`config.mk`:
```
export PLATFORM = sky130hd
export DESIGN_NAME = cdx_exec
export DESIGN_NICKNAME = d
export VERILOG_FILES = /design/src/rtl/cdx_pkg.sv /design/src/rtl/cdx_exec.sv /design/src/rtl/cdx_decode.sv
export VERILOG_INCLUDE_DIRS = /design/src /design/src/rtl
export SDC_FILE = /design/constraint.sdc
export NUM_CORES = 1
export LEC_CHECK = 0
export BUFFER_PORTS_ARGS = -buffer_cell sky130_fd_sc_hd__buf_4
export CORE_ASPECT_RATIO = 1.2
export CORE_MARGIN = 5
export CORE_UTILIZATION = 35
export CTS_CLUSTER_DIAMETER = 50
export DETAILED_ROUTE_END_ITERATION = 8
export PLACE_DENSITY_LB_ADDON = 0.05
export SYNTH_ARGS = -nofsm -noshare
export SYNTH_HDL_FRONTEND = slang
export SYNTH_HIERARCHICAL = 1
export SYNTH_SLANG_ARGS = --single-unit
```
`constraint.sdc`:
```
create_clock -name core_clk -period 3.55 [get_ports core_clk]
set_clock_uncertainty 0.1 [all_clocks]
set_input_delay 0 -clock core_clk [delete_from_list [all_inputs] [get_ports core_clk]]
set_output_delay 0 -clock core_clk [all_outputs]
set_load 0.02 [all_outputs]
```
`src/rtl/cdx_params.svh`:
```
// Opcode patterns, field positions and reset values for the file-op unit.
// Assumes nothing; included by the package users by bare name.
`ifndef CDX_PARAMS_SVH
`define CDX_PARAMS_SVH
`define CDX_OPC_HI 11
`define CDX_OPC_LO 6
`define CDX_OPC_COMPL 6'h09
`define CDX_OPC_DEC 6'h03
`define CDX_OPC_DECSZ 6'h0b
`define CDX_DEST_BIT 5
`define CDX_ADDR_HI 4
`define CDX_ADDR_LO 0
`define CDX_DEST_ACC 1'h0
`define CDX_DEST_FILE 1'h1
`define CDX_ACC_RST 8'h00
`define CDX_ZF_RST 1'h0
`endif

```
`src/rtl/cdx_pkg.sv`:
```
// Types for the complement and decrement file-op unit.
// Assumes the constants header sits beside it.
package cdx_pkg;
  typedef enum logic [1:0] {
    CDX_OP_NONE,
    CDX_OP_COMPL,
    CDX_OP_DEC,
    CDX_OP_DECSZ
  } cdx_op_t;
endpackage

```
`src/rtl/cdx_exec.sv`:
```
// Function
// - Complement op writes inverted file value, updates zero flag.
// - Decrement op writes file value minus one, updates zero flag.
// - Decrement-skip op writes file value minus one, flags untouched.
// - Zero result of decrement-skip squashes the prefetched instruction.
// - Destination bit 0 selects accumulator, 1 writes back file 0..31.
//
// Execute stage for complement, decrement and decrement-skip.
// Assumes file_rdata is the combinational read of file_raddr this cycle,
// and that instr_valid marks one instruction per cycle from fetch.
`timescale 1ns/1ps
`include "cdx_params.svh"
module cdx_exec #(
  parameter int DATA_W = 8,
  parameter int ADDR_W = 5
) (
  input wire logic core_clk,
  input wire logic srst,
  input wire logic instr_valid,
  input wire logic [11:0] instr,
  output logic [ADDR_W-1:0] file_raddr,
  input wire logic [DATA_W-1:0] file_rdata,
  output logic file_we,
  output logic [ADDR_W-1:0] file_waddr,
  output logic [DATA_W-1:0] file_wdata,
  output logic [DATA_W-1:0] acc,
  output logic zero_flag,
  output logic squash_next,
  output logic op_hit
);
  ////////////////////////////////////////////////////////////////////////
  typedef struct packed {
    logic [DATA_W-1:0] acc;
    logic zf;
    logic we;
    logic [ADDR_W-1:0] waddr;
    logic [DATA_W-1:0] wdata;
    logic squash;
    logic hit;
  } cdx_state_t;

  cdx_state_t st_q;
  cdx_state_t st_d;
  cdx_pkg::cdx_op_t op;
  logic dest_file;
  logic [4:0] faddr;
  logic [DATA_W-1:0] res;
  logic live;

  cdx_decode u_dec (
    .instr(instr),
    .op(op),
    .dest_file(dest_file),
    .file_addr(faddr)
  );

  function automatic logic is_null(input logic [DATA_W-1:0] v);
    is_null = (v == '0);
  endfunction

  assign file_raddr = ADDR_W'(faddr);
  // A squashed slot executes as a no-operation.
  assign live = instr_valid && !st_q.squash;

  ////////////////////////////////////////////////////////////////////////
  always_comb begin
    st_d = st_q;
    st_d.we = 1'h0;
    st_d.squash = 1'h0;
    st_d.hit = 1'h0;
    st_d.waddr = file_raddr;
    // The result is formed for every word; only a live hit commits it.
    if (op == cdx_pkg::CDX_OP_COMPL) begin
      res = ~file_rdata;
    end else begin
      res = file_rdata - DATA_W'(1);
    end
    st_d.wdata = res;
    if (live && op != cdx_pkg::CDX_OP_NONE) begin
      st_d.hit = 1'h1;
      if (dest_file == `CDX_DEST_FILE) begin
        st_d.we = 1'h1;
      end else begin
        st_d.acc = res;
      end
      if (op != cdx_pkg::CDX_OP_DECSZ) begin
        st_d.zf = is_null(res);
      end else begin
        st_d.squash = is_null(res);
      end
    end
  end

  always_ff @(posedge core_clk) begin
    if (srst) begin
      st_q <= '0;
      st_q.acc <= `CDX_ACC_RST;
      st_q.zf <= `CDX_ZF_RST;
    end else begin
      st_q <= st_d;
    end
  end

  assign acc = st_q.acc;
  assign zero_flag = st_q.zf;
  assign file_we = st_q.we;
  assign file_waddr = st_q.waddr;
  assign file_wdata = st_q.wdata;
  assign squash_next = st_q.squash;
  assign op_hit = st_q.hit;

  ////////////////////////////////////////////////////////////////////////
  // The data checks take the operands at the taking edge through $past and
  // look at the registered outputs one edge later.
  property p_compl_data;
    @(posedge core_clk) disable iff (srst)
    (live && op == cdx_pkg::CDX_OP_COMPL && dest_file)
      |=> (file_we && file_wdata == ~$past(file_rdata));
  endproperty
  a_compl_data: assert property (p_compl_data)
    else $error("complement result wrong");

  property p_dec_data;
    @(posedge core_clk) disable iff (srst)
    (live && op == cdx_pkg::CDX_OP_DEC)
      |=> (file_wdata == $past(file_rdata) - DATA_W'(1));
  endproperty
  a_dec_data: assert property (p_dec_data)
    else $error("decrement result wrong");

  property p_dec_zf;
    @(posedge core_clk) disable iff (srst)
    (live && op == cdx_pkg::CDX_OP_DEC)
      |=> (zero_flag == ($past(file_rdata) == DATA_W'(1)));
  endproperty
  a_dec_zf: assert property (p_dec_zf)
    else $error("decrement zero flag wrong");

  property p_decsz_data;
    @(posedge core_clk) disable iff (srst)
    (live && op == cdx_pkg::CDX_OP_DECSZ)
      |=> (file_wdata == $past(file_rdata) - DATA_W'(1));
  endproperty
  a_decsz_data: assert property (p_decsz_data)
    else $error("skip op result wrong");

  property p_decsz_flags;
    @(posedge core_clk) disable iff (srst)
    (live && op == cdx_pkg::CDX_OP_DECSZ) |=> $stable(zero_flag);
  endproperty
  a_decsz_flags: assert property (p_decsz_flags)
    else $error("skip op changed zero flag");

  property p_skip;
    @(posedge core_clk) disable iff (srst)
    (live && op == cdx_pkg::CDX_OP_DECSZ && file_rdata == DATA_W'(1))
      |=> squash_next ##1 !squash_next && !op_hit;
  endproperty
  a_skip: assert property (p_skip)
    else $error("skip did not squash next");

  property p_noskip;
    @(posedge core_clk) disable iff (srst)
    (live && op == cdx_pkg::CDX_OP_DECSZ && file_rdata != DATA_W'(1))
      |=> !squash_next;
  endproperty
  a_noskip: assert property (p_noskip)
    else $error("skip op squashed on nonzero result");

  // A squashed slot must not write the file and must leave acc and zero_flag as they were.
  property p_squash_quiet;
    @(posedge core_clk) disable iff (srst)
    squash_next
      |=> (!op_hit && !file_we && $stable(acc) && $stable(zero_flag));
  endproperty
  a_squash_quiet: assert property (p_squash_quiet)
    else $error("squashed slot changed state");

  property p_no_hit;
    @(posedge core_clk) disable iff (srst)
    !(live && op != cdx_pkg::CDX_OP_NONE)
      |=> (!op_hit && !file_we && !squash_next);
  endproperty
  a_no_hit: assert property (p_no_hit)
    else $error("ignored word produced outputs");

  property p_acc_dest;
    @(posedge core_clk) disable iff (srst)
    (live && op != cdx_pkg::CDX_OP_NONE && !dest_file)
      |=> (!file_we && acc == file_wdata);
  endproperty
  a_acc_dest: assert property (p_acc_dest)
    else $error("accumulator destination wrong");

  property p_file_dest;
    @(posedge core_clk) disable iff (srst)
    (live && op != cdx_pkg::CDX_OP_NONE && dest_file)
      |=> (file_we && op_hit && file_waddr == $past(file_raddr)
           && $stable(acc));
  endproperty
  a_file_dest: assert property (p_file_dest)
    else $error("file destination wrong");

  property p_zf_value;
    @(posedge core_clk) disable iff (srst)
    (live && op == cdx_pkg::CDX_OP_COMPL)
      |=> (zero_flag == (file_wdata == '0));
  endproperty
  a_zf_value: assert property (p_zf_value)
    else $error("zero flag mismatch");

  ////////////////////////////////////////////////////////////////////////
  // Coverage of the main scenarios.
  c_compl: cover property (@(posedge core_clk) disable iff (srst)
    live && op == cdx_pkg::CDX_OP_COMPL);
  c_dec_zero: cover property (@(posedge core_clk) disable iff (srst)
    live && op == cdx_pkg::CDX_OP_DEC && file_rdata == DATA_W'(1));
  c_skip: cover property (@(posedge core_clk) disable iff (srst)
    squash_next ##1 instr_valid);
  c_file_dest: cover property (@(posedge core_clk) disable iff (srst)
    live && op != cdx_pkg::CDX_OP_NONE && dest_file);
endmodule

```
`src/rtl/cdx_decode.sv`:
```
// Opcode classifier for the three file-register operations.
// Assumes a 12-bit instruction word from the fetch stage.
`timescale 1ns/1ps
`include "cdx_params.svh"
module cdx_decode (
  input wire logic [11:0] instr,
  output cdx_pkg::cdx_op_t op,
  output logic dest_file,
  output logic [4:0] file_addr
);
  always_comb begin
    if (instr[`CDX_OPC_HI:`CDX_OPC_LO] == `CDX_OPC_COMPL) begin
      op = cdx_pkg::CDX_OP_COMPL;
    end else if (instr[`CDX_OPC_HI:`CDX_OPC_LO] == `CDX_OPC_DEC) begin
      op = cdx_pkg::CDX_OP_DEC;
    end else if (instr[`CDX_OPC_HI:`CDX_OPC_LO] == `CDX_OPC_DECSZ) begin
      op = cdx_pkg::CDX_OP_DECSZ;
    end else begin
      op = cdx_pkg::CDX_OP_NONE;
    end
    dest_file = instr[`CDX_DEST_BIT];
    file_addr = instr[`CDX_ADDR_HI:`CDX_ADDR_LO];
  end
endmodule

```
==> metrics.txt <==
status=finished, final reports clean; Top FF cell, synth=dfxtp_1; Routed WL=2.475 mm; FF+latch area=500.5 um^2; most frequent cell after synthesis=dfxtp_1; dpl hpwl=between 1.5 and 2 mm; Avg Inst Size Synth=9.412 um^2; Clk pwr share=23.4%; Clock transition at path regs=0.13 ns; first-pass GRT wire length=4.188 mm; critical path's top delay family=simple AND/OR/NAND/NOR gates; Mapped Cells=111; post-route setup TNS=0 ns; Synth Warn #=6; P_sw=0.1312 mW; Hold Crit Class=in2reg; GP Congestion=0.7857; worst-path fanout max=9; Net Sw Frac=25.05%; Int Power=0.3926 mW; DR pass1 iterations=4; placed cell count=about 190; WS Path Type=in2reg; vias in the first global route=1019; register area share after synthesis=47.90%; Starting Density=36.82%; largest net degree at the start of global routing=24; Layout area overhead=53.53%; Clock Latency Late Sink=0.31 ns; Tot GR Track Use=12.77%; diode count=0; CP max stage cell=or4_1; post-synth top area cell=dfxtp_1; Final Core Density=56.53%; gr ovfl total=0; DR WL/cell=between 10 and 15 um; fin crit share=approximately 61%; Power Density=326.6 mW/mm^2; Synth top cells by count=dfxtp_1 (25), nor2_1 (16), nor2b_1 (13), inv_1 (8), mux2i_1 (7); Max Clock Freq=0.4647 GHz; Final #Nets=199; Die Y=69.85 um; clock sinks=25; Mapped Nets=135; Port Buffers=52; non-filler instance count after layout=around 210; crit path launch type=input port; TritonCTS clock tree=done; Final ANT Viol Nets=0; HP Start=instr_valid; Worst-Margin Slew=0.6407 ns; Bufs and invs on worst path=1; Final Hold Viols=0; synthesized area=roughly 0.0010 mm^2; Worst EP arrival=2.28 ns; H-tree Lvls=1; FFs w/ async S/R, synth=0%; Hold-fix buffers, CTS=16; fillers=272; Reg-to-Reg Start=squash_next; RSZ-0062 raised after global routing=false; EDFF count, synth=0; cells taking the most area after synthesis=dfxtp_1 (48%), nor2b_1 (7.8%), mux2i_1 (6.7%); I/O pin count=53; multi-input logic area=446.7 um^2; Peak VDD IR=0.1589 mV; Die X=59.88 um; root buf cell=clkbuf_4; endpoints failing setup=0; Yosys cell types=27; Leak Pwr=0.7115 nW; relative slew slack=57.20%; max-slew violations=0; core area=0.002838 mm^2; post-cts resize count=0; Synth top area share=a little under half; Num CTS Buffers=3; FP Rows=21; die area=approximately 0.0042 mm^2; via count=974; postcts setup bufs=0; crit path capture type=flip-flop; share of layout cells above drive strength 1=33.91%; #FFs+latches synth=25; maxcap violations=0; combinational power share=20.5%; sequential power share=between 50% and 60%; initial antenna violation count=0; Min Clock Period, post-route=2.152 ns; DR DRC count=0; CP Data Required Time=3.67 ns; CTS max path bufs=2; CP startpoint=instr[11]; crit-path max cell delay=0.56 ns; DR vias/cell=4.683; r2r setup slk=~1.7 ns; 1st-iter DRT viols=6; CP Cell Sequence=buf_4, nor4b_2, and2_1, nor2b_1, a31oi_1, xnor2_1, or4_1, o31ai_1
## metrics by stage
step | power [mW] | setup slack (ns) | cell area, um^2 | hold slack [ns]
floorplan | 0.3515 | 1.680 | 1045 | -0.02839
global placement | 0.3931 | 1.219 | 1418 | 0.1002
detailed placement | 0.3950 | 1.136 | 1418 | 0.1044
CTS | 0.5351 | 1.441 | 1604 | 0.02362
global route | 0.5555 | 1.285 | 1604 | 0.03675
finish | 0.5238 | 1.398 | 1604 | 0.03065
## state kept, by name, indices dropped and copies added, names as in the netlist
| signal | flops |
|---|---|
| acc | 8 |
| file_wdata | 8 |
| file_waddr | 5 |
| file_we | 1 |
| op_hit | 1 |
| squash_next | 1 |
| zero_flag | 1 |
## worst register-to-register path, cell delays in order, from the launching register on
cell and delay [ns]:
dfxtp_1 0.34, nor2b_1 0.16, nor3b_1 0.33, nand3_1 0.13
or4_1 0.46, o31ai_1 0.28
## final timing paths
kind                     to  cells after the start
setup / recovery  zero_flag                      8
hold reg to reg      acc[4]                      2
hold / removal       op_hit                      3
setup reg to reg  zero_flag                      5
## power groups by stage
| stage | Combinational (mW) | Sequential (mW) | Clock, mW |
|---|---|---|---|
| floorplan | 0.0376 | 0.314 | 0 |
| finish | 0.108 | 0.294 | 0.123 |
| global route | 0.117 | 0.295 | 0.143 |
| detailed placement | 0.0946 | 0.300 | 0 |
| CTS | 0.109 | 0.294 | 0.132 |
| global placement | 0.0931 | 0.300 | 0 |
## placed cells by master, fill, tap and decap left out
cell           netlist  routed
buf_4                6      53
dfxtp_1             25      25
nor2_1              16      16
dlygate4sd3_1        0      16
nor2b_1             13      13
inv_1                8       8
mux2i_1              7       7
xnor2_1              4       4
and2_1               4       4
a31oi_1              3       3
clkbuf_4             0       3
nor3b_1              2       2
nor3_1               2       2
xor2_1               2       2
mux2_2               2       2
nand2_1              2       2
nand3_1              2       2
a211oi_1             1       1
a21oi_1              1       1
nand2b_1             1       1
or4_1                1       1
o21ai_0              1       1
nand3b_1             1       1
o31ai_1              1       1
ha_1                 1       1
clkbuf_1             2       1
nor4b_2              1       1
## routing by layer
| layer | part of all wire (%) | track usage [%] |
|---|---|---|
| met4 | 3.4 | 6.897 |
| met2 | 54 | 24.64 |
| met1 | 34 | 11.46 |
| met3 | 8.4 | 2.762 |
| met5 | 0 | 0 |
## kinds of logic (layout without fill, tap and decap cells)
logic type               after synthesis  count (layout)  share of synthesized area, %
XOR/XNOR                               6               6                         5.030
AND/OR/NAND/NOR                       45              45                         23.47
buffers and inverters                 18              81                         9.341
AO/OA/AOI/OAI                          7               7                         4.191
multiplexers                           9               9                         8.862
adder cells (fa/ha/maj)                1               1                         1.197
flip-flops                            25              25                         47.90
## cell type report
cell class,instances,share of cell area (%)
repair buffers,69,34.79
flip-flops and latches,25,31.20
multi-input cells,68,27.85
well taps,34,2.652
inverters,8,1.872
clock buffers,4,1.638
(Power assumes the default switching activity.)
